`src/sfi_consts.svh`:
```
// Register map, field positions, reset values and timing counts
// Assumes inclusion by the serial unit design, checker and bench files
`ifndef SFI_CONSTS_SVH
`define SFI_CONSTS_SVH
`define SFI_ADDR_W 3
`define SFI_OFS_MODE 3'h0
`define SFI_OFS_CTRL 3'h1
`define SFI_OFS_STAT 3'h2
`define SFI_OFS_TXB 3'h3
`define SFI_OFS_RXB 3'h4
`define SFI_OFS_PORT 3'h5
`define SFI_OFS_BAUD 3'h6
// Mode register fields
`define SFI_MODE_SYNC 0
// Control register fields
`define SFI_CTRL_CKLO 0
`define SFI_CTRL_CKHI 1
`define SFI_CTRL_TX_END_IRQ_ENABLE 2
`define SFI_CTRL_RXEN 4
`define SFI_CTRL_TXEN 5
`define SFI_CTRL_RIE 6
`define SFI_CTRL_TIE 7
// Status register fields
`define SFI_ST_TX_END_FLAG 2
`define SFI_ST_PER 3
`define SFI_ST_FER 4
`define SFI_ST_OVR 5
`define SFI_ST_RX_FULL_FLAG 6
`define SFI_ST_TX_EMPTY_FLAG 7
// Port fields
`define SFI_PORT_DATA 0
`define SFI_PORT_DIR 1
// Reset values
`define SFI_STAT_RST 8'h84
`define SFI_BAUD_RST 8'h05
// Timing
`define SFI_OVERSAMPLE 5'h10
`define SFI_SAMPLE_AT 4'h7
`define SFI_BITS 4'h8
`endif

```
`src/sfi_pkg.sv`:
```
// Types of the serial flag and interrupt block
// Assumes sfi_consts.svh sits in the same folder
package sfi_pkg;
    typedef enum logic [1:0] {TX_IDLE, TX_START, TX_DATA, TX_STOP} sfi_tx_t;
    typedef enum logic [1:0] {RX_IDLE, RX_START, RX_DATA, RX_STOP} sfi_rx_t;
endpackage : sfi_pkg

```
`src/sfi_serial_unit.sv`:
```
// Serial unit: status flags, interrupt request, error handling, tx/rx
// Assumes an Avalon-MM master on sys_clk and a remote partner on pins
//
// Functional notes
// - All four causes share one interrupt request output.
// - Transmit-empty request when empty flag and tx interrupt enable bit set.
// - Transmit-end request when end flag and end enable bit set.
// - Receive-full request when full flag and rx interrupt enable bit set.
// - Error request when any error flag set, gated by rx interrupt enable bit.
// - Empty and end flags are 1 after reset.
// - Buffer write clears empty flag; move to shifter sets it.
// - Buffer writes always accepted; unsent byte is overwritten.
// - Overrun sets overrun flag, keeps full flag, drops data.
// - Framing/parity errors without overrun still store the byte.
// - Buffer read clears full flag even after an overrun.
// - Frame end: full flag 0 completes, 1 flags overrun.
// - Every receive buffer read clears the full flag.
// - Receiver keeps running in break, framing error sets again.
// - Clearing tx enable resets transmitter; port bits drive pin.
// - Synchronous mode: no transmit start while an error flag is set.
// - Clearing rx enable leaves error flags untouched.
// - Async receive at 16x rate, sample on eighth base clock.
// - Clock pin pulses low one cycle when handed to port, unless sync mode has the external clock selected.
// - Sync mode: data pin pulses high one cycle when handed to port.
// - Empty flag 1 at last bit: set end flag; async holds mark level, sync holds last data bit.
//
// The placing of the registers and the Avalon-MM register port were left to the implementer.
`include "sfi_consts.svh"
`timescale 1ns/100ps
`default_nettype none
module sfi_serial_unit (
    // Clock and reset
    input wire logic sysClk,
    input wire logic nrst,
    // Avalon-MM slave
    input wire logic [`SFI_ADDR_W-1:0] avsAddress,
    input wire logic avsRead,
    input wire logic avsWrite,
    input wire logic [7:0] avsWritedata,
    output logic [7:0] avsReaddata,
    output logic avsWaitrequest,
    // Serial pins
    input wire logic rxdPin,
    output logic txdOut,
    output logic txdOe,
    input wire logic sckIn,
    output logic sckOut,
    output logic sckOe,
    // Shared interrupt
    output logic irq
);
    typedef struct packed {
        logic [7:0] mode;
        logic [7:0] ctrl;
        logic [7:0] stat;
        logic [7:0] txBuf;
        logic [7:0] rxBuf;
        logic [1:0] port;
        logic [7:0] baud;
        logic [7:0] divCnt;
        logic ack;
        logic [7:0] rdata;
        sfi_pkg::sfi_tx_t txSt;
        logic [7:0] txShift;
        logic [3:0] txOs;
        logic [3:0] txBit;
        logic txd;
        logic sck;
        sfi_pkg::sfi_rx_t rxSt;
        logic [7:0] rxShift;
        logic [3:0] rxOs;
        logic [3:0] rxBit;
        logic par;
        logic [2:0] rxSync;
        logic rxd;
        logic [2:0] ckSync;
        logic ckLast;
        logic txWasSer;
        logic ckWasSer;
        logic txGlitch;
        logic ckGlitch;
        logic irq;
    } sfi_state_t;

    sfi_state_t q;
    sfi_state_t d;

    function automatic logic sfiParity(input logic [7:0] v);
        sfiParity = ^v;
    endfunction : sfiParity

    logic syncMode;
    logic txEn;
    logic rxEn;
    logic clkOutSel;
    logic tick;
    logic baseEn;
    logic wrHit;
    logic rdHit;
    logic txAcc;
    logic rxAcc;
    logic ckFall;
    logic ckRise;

    always_comb begin
        syncMode = q.mode[`SFI_MODE_SYNC];
        txEn = q.ctrl[`SFI_CTRL_TXEN];
        rxEn = q.ctrl[`SFI_CTRL_RXEN];
        clkOutSel = syncMode && !q.ctrl[`SFI_CTRL_CKHI];
        // Base clock: 16x bit rate in async, twice bit rate in sync
        tick = (q.divCnt == q.baud);
        // Writes land only at the edge where waitrequest is low
        wrHit = avsWrite && q.ack;
        rdHit = avsRead && !q.ack;
        ckFall = q.ckLast && !q.ckSync[2] && (q.ckSync[1] == q.ckSync[2]);
        ckRise = !q.ckLast && q.ckSync[2] && (q.ckSync[1] == q.ckSync[2]);
        d = q;
        d.irq = 1'b0;
        // Three-stage pin sync, change counts when last two agree
        d.rxSync = {q.rxSync[1:0], rxdPin};
        if (q.rxSync[1] == q.rxSync[2]) begin
            d.rxd = q.rxSync[2];
        end
        d.ckSync = {q.ckSync[1:0], sckIn};
        if (q.ckSync[1] == q.ckSync[2]) begin
            d.ckLast = q.ckSync[2];
        end
        d.divCnt = tick ? 8'h00 : q.divCnt + 8'h01;
        // Sync external clock edges drive shifting; internal uses tick
        baseEn = clkOutSel ? tick : (syncMode ? 1'b0 : tick);
        txAcc = 1'b0;
        rxAcc = 1'b0;

        // Bus side, one wait cycle then acknowledge
        d.ack = (avsRead || avsWrite) && !q.ack;
        if (wrHit) begin
            case (avsAddress)
                `SFI_OFS_MODE: d.mode = avsWritedata;
                `SFI_OFS_CTRL: d.ctrl = avsWritedata;
                `SFI_OFS_STAT: begin
                    // Flags clear by writing 0; error flags only here
                    d.stat[`SFI_ST_OVR] = q.stat[`SFI_ST_OVR] && avsWritedata[`SFI_ST_OVR];
                    d.stat[`SFI_ST_FER] = q.stat[`SFI_ST_FER] && avsWritedata[`SFI_ST_FER];
                    d.stat[`SFI_ST_PER] = q.stat[`SFI_ST_PER] && avsWritedata[`SFI_ST_PER];
                end
                `SFI_OFS_TXB: begin
                    d.txBuf = avsWritedata;
                    d.stat[`SFI_ST_TX_EMPTY_FLAG] = 1'b0;
                    d.stat[`SFI_ST_TX_END_FLAG] = 1'b0;
                end
                `SFI_OFS_PORT: d.port = avsWritedata[1:0];
                `SFI_OFS_BAUD: d.baud = avsWritedata;
                default: ;
            endcase
        end
        d.rdata = 8'h00;
        if (rdHit) begin
            case (avsAddress)
                `SFI_OFS_MODE: d.rdata = q.mode;
                `SFI_OFS_CTRL: d.rdata = q.ctrl;
                `SFI_OFS_STAT: d.rdata = q.stat;
                `SFI_OFS_TXB: d.rdata = q.txBuf;
                `SFI_OFS_RXB: begin
                    d.rdata = q.rxBuf;
                    d.stat[`SFI_ST_RX_FULL_FLAG] = 1'b0;
                end
                `SFI_OFS_PORT: d.rdata = {6'h00, q.port};
                `SFI_OFS_BAUD: d.rdata = q.baud;
                default: d.rdata = 8'h00;
            endcase
        end

        // Transmitter
        if (!txEn) begin
            d.txSt = sfi_pkg::TX_IDLE;
            d.txd = 1'b1;
            d.txOs = 4'h0;
        end else begin
            case (q.txSt)
                sfi_pkg::TX_IDLE: begin
                    if (!q.stat[`SFI_ST_TX_EMPTY_FLAG] && !(syncMode &&
                        (q.stat[`SFI_ST_OVR] || q.stat[`SFI_ST_FER] ||
                         q.stat[`SFI_ST_PER]))) begin
                        txAcc = 1'b1;
                        d.txSt = syncMode ? sfi_pkg::TX_DATA : sfi_pkg::TX_START;
                        d.txBit = 4'h0;
                        d.txOs = 4'h0;
                        if (syncMode) begin
                            d.txd = q.txBuf[0];
                        end else begin
                            d.txd = 1'b0;
                        end
                    end
                end
                sfi_pkg::TX_START: begin
                    d.txd = 1'b0;
                    if (baseEn) begin
                        d.txOs = q.txOs + 4'h1;
                        if (q.txOs == 4'hF) begin
                            d.txSt = sfi_pkg::TX_DATA;
                            d.txd = q.txShift[0];
                        end
                    end
                end
                sfi_pkg::TX_DATA: begin
                    if (syncMode) begin
                        // Data changes on falling clock, sampled on rising
                        if (clkOutSel ? (tick && q.sck) : ckFall) begin
                            d.txShift = {1'b1, q.txShift[7:1]};
                            d.txBit = q.txBit + 4'h1;
                            d.txd = q.txShift[1];
                            if (q.txBit == `SFI_BITS - 4'h1) begin
                                d.txSt = sfi_pkg::TX_STOP;
                                d.txd = q.txShift[0];
                            end
                        end
                    end else if (baseEn) begin
                        d.txOs = q.txOs + 4'h1;
                        if (q.txOs == 4'hF) begin
                            d.txShift = {1'b1, q.txShift[7:1]};
                            d.txBit = q.txBit + 4'h1;
                            d.txd = q.txShift[1];
                            if (q.txBit == `SFI_BITS - 4'h1) begin
                                d.txSt = sfi_pkg::TX_STOP;
                                d.txd = 1'b1;
                            end
                        end
                    end
                end
                sfi_pkg::TX_STOP: begin
                    if (syncMode || (baseEn && q.txOs == 4'hF)) begin
                        if (!q.stat[`SFI_ST_TX_EMPTY_FLAG]) begin
                            d.txSt = sfi_pkg::TX_IDLE;
                        end else begin
                            d.txSt = sfi_pkg::TX_IDLE;
                            d.stat[`SFI_ST_TX_END_FLAG] = 1'b1;
                        end
                    end else if (baseEn) begin
                        d.txOs = q.txOs + 4'h1;
                    end
                end
                default: d.txSt = sfi_pkg::TX_IDLE;
            endcase
        end
        if (txAcc) begin
            d.txShift = q.txBuf;
            d.stat[`SFI_ST_TX_EMPTY_FLAG] = 1'b1;
        end
        // Internal clock output toggles only while shifting
        if (clkOutSel && q.txSt == sfi_pkg::TX_DATA && tick) begin
            d.sck = !q.sck;
        end else if (q.txSt != sfi_pkg::TX_DATA) begin
            d.sck = 1'b1;
        end

        // Receiver keeps running through a break
        if (!rxEn) begin
            d.rxSt = sfi_pkg::RX_IDLE;
        end else begin
            case (q.rxSt)
                sfi_pkg::RX_IDLE: begin
                    d.rxOs = 4'h0;
                    d.rxBit = 4'h0;
                    d.par = 1'b0;
                    if (syncMode ? (clkOutSel ? q.txSt == sfi_pkg::TX_DATA : 1'b1)
                        : !q.rxd) begin
                        d.rxSt = syncMode ? sfi_pkg::RX_DATA : sfi_pkg::RX_START;
                    end
                end
                sfi_pkg::RX_START: begin
                    if (baseEn) begin
                        d.rxOs = q.rxOs + 4'h1;
                        if (q.rxOs == `SFI_SAMPLE_AT) begin
                            // False start rejected at mid-bit
                            d.rxSt = q.rxd ? sfi_pkg::RX_IDLE : sfi_pkg::RX_DATA;
                        end
                    end
                end
                sfi_pkg::RX_DATA: begin
                    if (syncMode ? (clkOutSel ? (tick && !q.sck) : ckRise)
                        : (baseEn && q.rxOs == `SFI_SAMPLE_AT)) begin
                        d.rxShift = {q.rxd, q.rxShift[7:1]};
                        d.rxBit = q.rxBit + 4'h1;
                        if (q.rxBit == `SFI_BITS - 4'h1) begin
                            d.rxSt = sfi_pkg::RX_STOP;
                            d.par = sfiParity({q.rxd, q.rxShift[7:1]});
                        end
                    end
                    if (baseEn && !syncMode) begin
                        d.rxOs = q.rxOs + 4'h1;
                    end
                end
                sfi_pkg::RX_STOP: begin
                    if (syncMode || (baseEn && q.rxOs == `SFI_SAMPLE_AT)) begin
                        rxAcc = 1'b1;
                        d.rxSt = sfi_pkg::RX_IDLE;
                    end else if (baseEn) begin
                        d.rxOs = q.rxOs + 4'h1;
                    end
                end
                default: d.rxSt = sfi_pkg::RX_IDLE;
            endcase
        end
        // Frame end check; hardware set wins over software clear
        if (rxAcc) begin
            if (q.stat[`SFI_ST_RX_FULL_FLAG]) begin
                d.stat[`SFI_ST_OVR] = 1'b1;
            end else begin
                d.rxBuf = q.rxShift;
                d.stat[`SFI_ST_RX_FULL_FLAG] = 1'b1;
            end
            // Error flags set on an overrun frame too
            if (!syncMode && !q.rxd) begin
                d.stat[`SFI_ST_FER] = 1'b1;
            end
            if (!syncMode && q.mode[1] && (q.par ^ q.mode[2]) != q.rxd) begin
                d.stat[`SFI_ST_PER] = 1'b1;
            end
        end

        // Pin handover glitches: one cycle each
        d.txWasSer = txEn;
        d.ckWasSer = clkOutSel && (txEn || rxEn);
        d.txGlitch = q.txWasSer && !txEn && syncMode;
        d.ckGlitch = q.ckWasSer && !(clkOutSel && (txEn || rxEn)) &&
                     !(syncMode && q.ctrl[`SFI_CTRL_CKHI]);

        // Shared request, OR of four enabled causes
        d.irq = (q.ctrl[`SFI_CTRL_TIE] && d.stat[`SFI_ST_TX_EMPTY_FLAG]) ||
                (q.ctrl[`SFI_CTRL_TX_END_IRQ_ENABLE] && d.stat[`SFI_ST_TX_END_FLAG]) ||
                (q.ctrl[`SFI_CTRL_RIE] && d.stat[`SFI_ST_RX_FULL_FLAG]) ||
                (q.ctrl[`SFI_CTRL_RIE] && (d.stat[`SFI_ST_OVR] ||
                 d.stat[`SFI_ST_FER] || d.stat[`SFI_ST_PER]));
        d.stat[1:0] = 2'h0;
    end

    always_ff @(posedge sysClk or negedge nrst) begin
        if (!nrst) begin
            q <= '0;
            q.stat <= `SFI_STAT_RST;
            q.baud <= `SFI_BAUD_RST;
            q.txd <= 1'b1;
            q.sck <= 1'b1;
            q.rxSync <= 3'h7;
            q.rxd <= 1'b1;
            q.ckSync <= 3'h7;
            q.ckLast <= 1'b1;
            q.txShift <= 8'hFF;
        end else begin
            q <= d;
        end
    end

    always_comb begin
        avsWaitrequest = (avsRead || avsWrite) && !q.ack;
        avsReaddata = q.rdata;
        irq = q.irq;
        if (txEn) begin
            txdOut = q.txd;
            txdOe = 1'b1;
        end else if (q.txGlitch) begin
            txdOut = 1'b1;
            txdOe = 1'b1;
        end else begin
            txdOut = q.port[`SFI_PORT_DATA];
            txdOe = q.port[`SFI_PORT_DIR];
        end
        sckOut = q.ckGlitch ? 1'b0 : q.sck;
        sckOe = q.ckWasSer || q.ckGlitch;
    end
endmodule : sfi_serial_unit
`default_nettype wire

```
`config.mk`:
```
export PLATFORM = sky130hd
export DESIGN_NAME = sfi_serial_unit
export DESIGN_NICKNAME = d
export VERILOG_FILES = /design/src/sfi_pkg.sv /design/src/sfi_serial_unit.sv
export VERILOG_INCLUDE_DIRS = /design/src
export SDC_FILE = /design/constraint.sdc
export NUM_CORES = 1
export LEC_CHECK = 0
export BUFFER_PORTS_ARGS = -buffer_cell sky130_fd_sc_hd__buf_2
export CORE_ASPECT_RATIO = 1.2
export CORE_MARGIN = 2
export CORE_UTILIZATION = 66
export DETAILED_ROUTE_END_ITERATION = 16
export GPL_ROUTABILITY_DRIVEN = 0
export PLACE_DENSITY = 0.83
export SLEW_MARGIN = 25
export SYNTH_ARGS = -nofsm -noshare
export SYNTH_HDL_FRONTEND = slang
export SYNTH_SLANG_ARGS = --single-unit
```
`constraint.sdc`:
```
create_clock -name sysClk -period 6.6 [get_ports sysClk]
set_input_delay 0.33 -clock sysClk [delete_from_list [all_inputs] [get_ports sysClk]]
set_output_delay 0.33 -clock sysClk [all_outputs]
set_load 0.02 [all_outputs]
```
==> summary.md, run 1 <==
| Metric | Value |
|---|---|
| Largest area contributor in the netlist | dfrtp_1 |
| H-tree depth | 4 |
| Drt wl/cell | 20.93 um |
| # fillers | 522 |
| Cell area after synthesis | 5889 um^2 |
| Worst slew margin relative to its limit | 0.4365 |
| Slew Viols, Final | 0 |
| GRT overflow | 0 |
| Final WS setup | about 3.9 ns |
| Fin Setup TNS | 0 ns |
| Layout cells sized above 1 | 0.2771 |
| Crit path time final | 2.718 ns |
| Hold wc startpoint | avsRead |
| Area of the multi-input gates | approximately 2700 um^2 |
| Die ar. | roughly 9700 um^2 |
| Post-Synth XOR/XNOR Area | 0.03867 |
| CP required | 7.01 ns |
| EDFF count, synth | 0 |
| Syn nets | between 500 and 600 |
| CTS tree | yes |
| Fmax | around 370 MHz |
| Initial DRC count | 530 |
| Hold Crit Endpoint | q[60] |
| Syn Area/Cell | 11.20 um^2 |
| DRC | 0 |
| DR vias | 4,388 |
| Starting density of the core | 0.6840 |
| I/O pins | 31 |
| CP Capture Type | flop |
| Top-count cell post-synth | dfrtp_1 |
| Static leakage | around 0.0030 uW |
| Final net count | 576 |
| Simple-Gate Fraction of Synth Area | 0.1304 |
| Yosys reg bits | approximately 120 |
| Worst Clk Skew | about 0.0081 ns |
| Commonest cells in the netlist | 95 x dfrtp_1, 58 x mux2_2, 45 x nor2_1 |
| Hold Path Class | in2reg |
| Largest net degree at the start of global routing | 78 |
| Storage element area | just under 3000 um^2 |
| Area Overhead vs Synth | 14.28% |
| Crit share post-route | 0.4118 |
| Clk Latency, worst-skew pair | 0.53 ns |
| Reg2reg end | q[79] |
| Worst R2R Start | q[71] |
| Max cap viols | 0 |
| Vias per cell | around 6.5 |
| Initial antenna violation count | 0 |
| Top cell type's share of synthesized area | 0.4037 |
| Status | finished clean |
| Compound-Gate Fraction of Synth Area | 0.1185 |
| First-pass GRT wire length | around 23,000 um |
| CTS buffer count | 17 |
| Ys flop type | dfrtp_1 |
| Max FO, Critical Path | 9 |
| Input/output buffers | 30 |
| Clock Sinks | around 120 |
| Cell Rows | 37 |
| Worst setup SP type | flop |
| Sequential area share after synthesis | 0.5018 |
| Core area | about 8600 um^2 |
| Combinational family with the most area after synthesis | multiplexers |
| Vias in the first global route | about 4,500 |
| Cell count after synthesis | 526 |
| Final setup viols | 0 |
| Gr usage total | 0.3145 |
| Adder-Cell Fraction of Synth Area | 0.02252 |
| Total Wirelength | 14,230 um |
| Synth Warn # | 0 |
| Yosys cell types | 68 |
| Least-Margin Pin Slew | roughly 0.84 ns |
| Ys async rst share | 1.000 |
| R2R depth | 6 |
| Ant. Diodes | 0 |
| Mux share of post-synthesis cell area | 0.1521 |
| Peak VDD IR | 0.2966 mV |
| Die width | ~90 um |
| Vert. Die Dim | around 110 um |
| Top cells by area, synth | dfrtp_1 40%, mux2_2 11%, dfstp_2 9.8%, mux2i_1 3.2%, xnor2_1 3.0% |
| Routed Antenna Nets | 0 |
| Hold-critical path depth | 3 |
| Drt pass-1 iters | 5 |
| Pwr per Cell Area | ~410 nW/um^2 |
| Root buffer cell | clkbuf_8 |
| RSZ-0062 raised after global routing | false |
| Arr. time, crit path | 3.13 ns |
| Place WS | 3.954 ns |
| Longest Clk Path Bufs | 2 |
| Hpwl dp | around 9000 um |
| Critical path type | reg2reg |
| Clock slew at reported path FFs | 0.06 ns |
| Final Hold Vio Count | 0 |
| R2R setup slack | 3.88 ns |
stage by stage:
stage | utilization | total power, uW | hold WS [ns] | area, um^2 | instances
after floorplan | - | 1532 | 0.03441 | 5889 | 526
after global placement | 0.7002 | 1674 | 0.3237 | 6030 | 645
after detailed placement | 0.7002 | 1712 | 0.3398 | 6030 | 645
after CTS | 0.7812 | 2772 | 0.09140 | 6726 | 680
after global routing | 0.7816 | 2906 | 0.1033 | 6730 | 680
final | 0.7816 | 2789 | 0.09956 | 6730 | 680
metal layers:
metal  wire, um  track usage  up-vias
met2       7056       0.5220      215
met5          0            0        -
met3        970      0.09104       52
li1           -            -     1945
met1       5686       0.3818     2176
met4        517       0.1484        0
timing repair:
item / CTS / global route
hold endpoints to repair: 32 / 0
resized for setup: 0 / 0
setup buffers: 0 / 0
hold buffers: 3 / 0
flip-flops by register name (all words and copies together) (netlist names):
| name | count |
|---|---|
| q | 103 |
| avsReaddata | 8 |
| d | 5 |
| irq | 1 |
cell families after synthesis:
| group | count (synthesis) |
|---|---|
| and+or+nand+nor | 153 |
| DFF | 117 |
| AOI/OAI and AO/OA | 98 |
| muxes | 80 |
| buffers and inverters | 41 |
| xor gates and xnor gates | 26 |
| adders and majority gates | 11 |
layout by cell type, fill, tap and decap left out, types with 7 or more instances in the layout:
| cell | count |
|---|---|
| a21oi_1 | 15 |
| and3_1 | 7 |
| buf_2 | 29 |
| clkbuf_16 | 16 |
| dfrtp_1 | 95 |
| dfstp_2 | 22 |
| ha_1 | 9 |
| inv_1 | 12 |
| mux2_2 | 58 |
| mux2i_1 | 19 |
| nand2_1 | 32 |
| nand3_1 | 18 |
| nor2_1 | 45 |
| nor2b_1 | 7 |
| o21ai_0 | 24 |
| xnor2_1 | 20 |
worst max-delay path by stage:
stage,cells past startpoint,to,start,slack (ns)
after floorplan,9,q[37],q[50],4.52
after global placement,6,q[86],q[71],4.10
after detailed placement,6,q[79],q[71],3.95
after CTS,6,q[79],q[71],3.93
after global routing,6,q[79],q[69],3.78
final,6,q[79],q[71],3.88
report_power, final:
group	switching (uW)	leakage, uW	internal, uW	total, uW
Clock	348	0.000319	693	1040
Combinational	382	0.00123	282	664
Sequential	186	0.00148	898	1080
Total	916	0.00302	1870	2790
area by class of cell:
cell class,count,share of cell area
clock buffer,17,0.06154
inverter,12,0.006693
timing repair buffer,34,0.02882
clock inverter,15,0.03755
tap,117,0.02175
multi-input combinational,368,0.4045
sequential,117,0.4391
worst max-delay path, cell delays in order (launching register included):
cell,delay (ns)
dfstp_2,0.55
xnor2_1,0.14
nand4_1,0.22
nor3_1,0.41
o21a_1,0.24
nor2b_1,0.63
mux2_2,0.42
No activity file was read; power rests on OpenSTA's default activity.
==> run 2, diff against run 1 <==
- ABC_AREA: unset -> 1
- CORE_UTILIZATION: 66 -> 61
- PLACE_DENSITY: 0.83 -> 0.78
- clock period: 6.6 -> 2.6 ns (I/O delays scaled with it)
==> summary.md, run 2 <==
| Metric | Value |
|---|---|
| Status | finished clean |
| # fillers | 699 |
| CTS tree | yes |
| Core Util, Final | 0.7177 |
| Worst slew margin relative to its limit | 0.3518 |
| Sequential area share after synthesis | 0.5026 |
| H-tree depth | 4 |
| Final setup viols | 0 |
| Max cap viols | 0 |
| Postcts setup bufs | 0 |
| Die width | around 94 um |
| Clock slew at reported path FFs | around 0.05 ns |
| Core area | approximately 9500 um^2 |
| Final Hold Vio Count | 0 |
| Vias per cell | between 5 and 6 |
| Vias in the first global route | approximately 5,000 |
| Cell count after synthesis | roughly 700 |
| Worst Clk Skew | ~0.0087 ns |
| CP Capture Type | flop |
| Cell Rows | 39 |
| Top-count cell post-synth | nand2_1 |
| Hold Path Class | in2reg |
| Area of the multi-input gates | around 2500 um^2 |
| Drt wl/cell | approximately 17 um |
| Hold-critical path depth | 3 |
| Most frequent cells in the layout | 195 x nand2_1, 95 x dfrtp_1, 63 x inv_1 |
| Ys async rst share | 1.000 |
| I/O pins | 31 |
| Crit path time final | 2.255 ns |
| DRC | 0 |
| Routed Antenna Nets | 0 |
| Fmax | between 400 and 500 MHz |
| First-pass GRT wire length | ~25,000 um |
| Clk Latency, worst-skew pair | between 0.4 and 0.5 ns |
| Slew Viols, Final | 0 |
| Layout cells sized above 1 | 0.1849 |
| Syn nets | around 710 |
| Top cell type's share of synthesized area | 0.4043 |
| Total Wirelength | 14,540 um |
| Die ar. | 10,440 um^2 |
| Number of flip-flops in the largest register | around 100 |
| Cell area after synthesis | slightly below 6000 um^2 |
| Arr. time, crit path | 2.60 ns |
| Initial antenna violation count | 1 |
| Worst setup SP type | flop |
| Ys flop type | dfrtp_1 |
| Clock Sinks | 117 |
| Most flops, register | q |
| RSZ-0062 raised after global routing | false |
| Root buffer cell | clkbuf_16 |
| Initial DRC count | approximately 470 |
| Storage element area | about 3000 um^2 |
| Commonest cells in the netlist | 195 x nand2_1, 95 x dfrtp_1, 63 x inv_1 |
| Syn Area/Cell | around 8.6 um^2 |
| Drt pass-1 iters | 5 |
| Ant. Diodes | 0 |
| Top cells by area, synth | dfrtp_1 40%, nand2_1 12%, dfstp_2 9.8%, inv_1 4.0%, o21ai_0 3.8% |
| Commonest non-fill, non-tap cell in the layout | nand2_1 |
| EDFF count, synth | 0 |
| Gr usage total | 0.3049 |
| Yosys reg bits | between 100 and 150 |
| DR vias | slightly below 5,000 |
| Pwr per Cell Area | between 900 and 1000 nW/um^2 |
| Hpwl dp | 10,100 um |
| CTS resizes | 0 |
| Yosys cell types | between 40 and 50 |
| R2R depth | 14 |
| Max FO, Critical Path | 14 |
| Critical path type | reg2reg |
| Final net count | between 700 and 800 |
| Peak VDD IR | around 0.59 mV |
| Area Overhead vs Synth | 15.53% |
| CTS buffer count | 17 |
| Crit share post-route | 0.8672 |
| Longest Clk Path Bufs | 2 |
| Largest net degree at the start of global routing | 59 |
| Fin Setup TNS | 0 ns |
| Synth Warn # | 0 |
| Vert. Die Dim | 111.6 um |
| Least-Margin Pin Slew | around 0.97 ns |
| Input/output buffers | 30 |
| Static leakage | 0.003195 uW |
| GRT overflow | 0 |
| Design Area, Final | approximately 6800 um^2 |
| Starting density of the core | 0.6212 |
| CP required | 2.94 ns |
| Largest area contributor in the netlist | dfrtp_1 |
| Dpl cell area | 6110 um^2 |
[run 2: cells by family (layout without fill, tap and decap cells)]
| kind of cell | count (synthesis) | count (layout) | synth area share |
|---|---|---|---|
| xor+xnor | 15 | 15 | 0.02234 |
| fa+ha+maj | 11 | 11 | 0.02255 |
| compound gates | 132 | 132 | 0.1377 |
| buf+inv | 94 | 149 | 0.06979 |
| simple gates | 310 | 310 | 0.2332 |
| mux | 7 | 7 | 0.01192 |
| flops | 117 | 117 | 0.5026 |
[run 2: power by group]
part / switching, uW / leakage (uW) / total [uW] / internal [uW]
Sequential: 401 / 0.00147 / 2680 / 2280
Combinational: 1110 / 0.00143 / 1720 / 608
Clock: 809 / 0.000291 / 2360 / 1550
Total: 2320 / 0.00319 / 6760 / 4440
[run 2: final cells by class]
class,instances,share of cell area
clock inverter,9,0.01860
timing repair buffer,43,0.04383
clock buffer,23,0.06888
multi-input combinational,475,0.3702
inverter,74,0.04088
tap,123,0.02265
sequential,117,0.4350
[run 2: stage by stage]
stage	std cells	hold slack, ns	setup WS [ns]	total power (uW)
after floorplan	686	-0.1656	0.8866	3830
after global placement	823	0.2355	0.5032	4257
after detailed placement	823	0.2388	0.4453	4338
after CTS	864	0.006733	0.3535	6727
after global routing	864	0.03835	0.1752	7115
final	864	0.01199	0.3452	6760
[run 2: worst paths after layout]
kind	from	end	slack, ns
worst max register to register	q[69]	q[45]	0.35
worst min register to register	d[7]	d[8]	0.36
worst min-delay path	avsWritedata[5]	q[100]	0.01
worst max-delay path	q[69]	q[45]	0.35
max in group asynchronous	nrst	q[69]	1.54
min in group asynchronous	nrst	q[34]	0.34
[run 2: layer usage]
layer | up-vias | share of wire | track usage
met3 | 58 | 0.078 | 0.08525
met4 | 2 | 0.039 | 0.1227
met2 | 249 | 0.49 | 0.4921
met1 | 2346 | 0.40 | 0.3897
li1 | 2320 | - | -
met5 | - | 0.00069 | 0
[run 2: what timing repair did]
item	in CTS	in global routing
setup endpoints to repair	0	0
endpoints found under the hold margin	53	0
hold buffers	9	0
[run 2: worst max-delay path, cell delays in order, from the launching register on]
cell     delay, ns
dfstp_2       0.55
inv_1         0.05
nand2_1       0.05
nand2_1       0.04
nand2_1       0.07
nor2_1        0.05
nand2_2       0.21
inv_2         0.15
nand3_1       0.09
nand3_1       0.13
nand2_2       0.13
nor2_4        0.05
nor2_4        0.35
nand2_1       0.16
o21ai_2       0.09
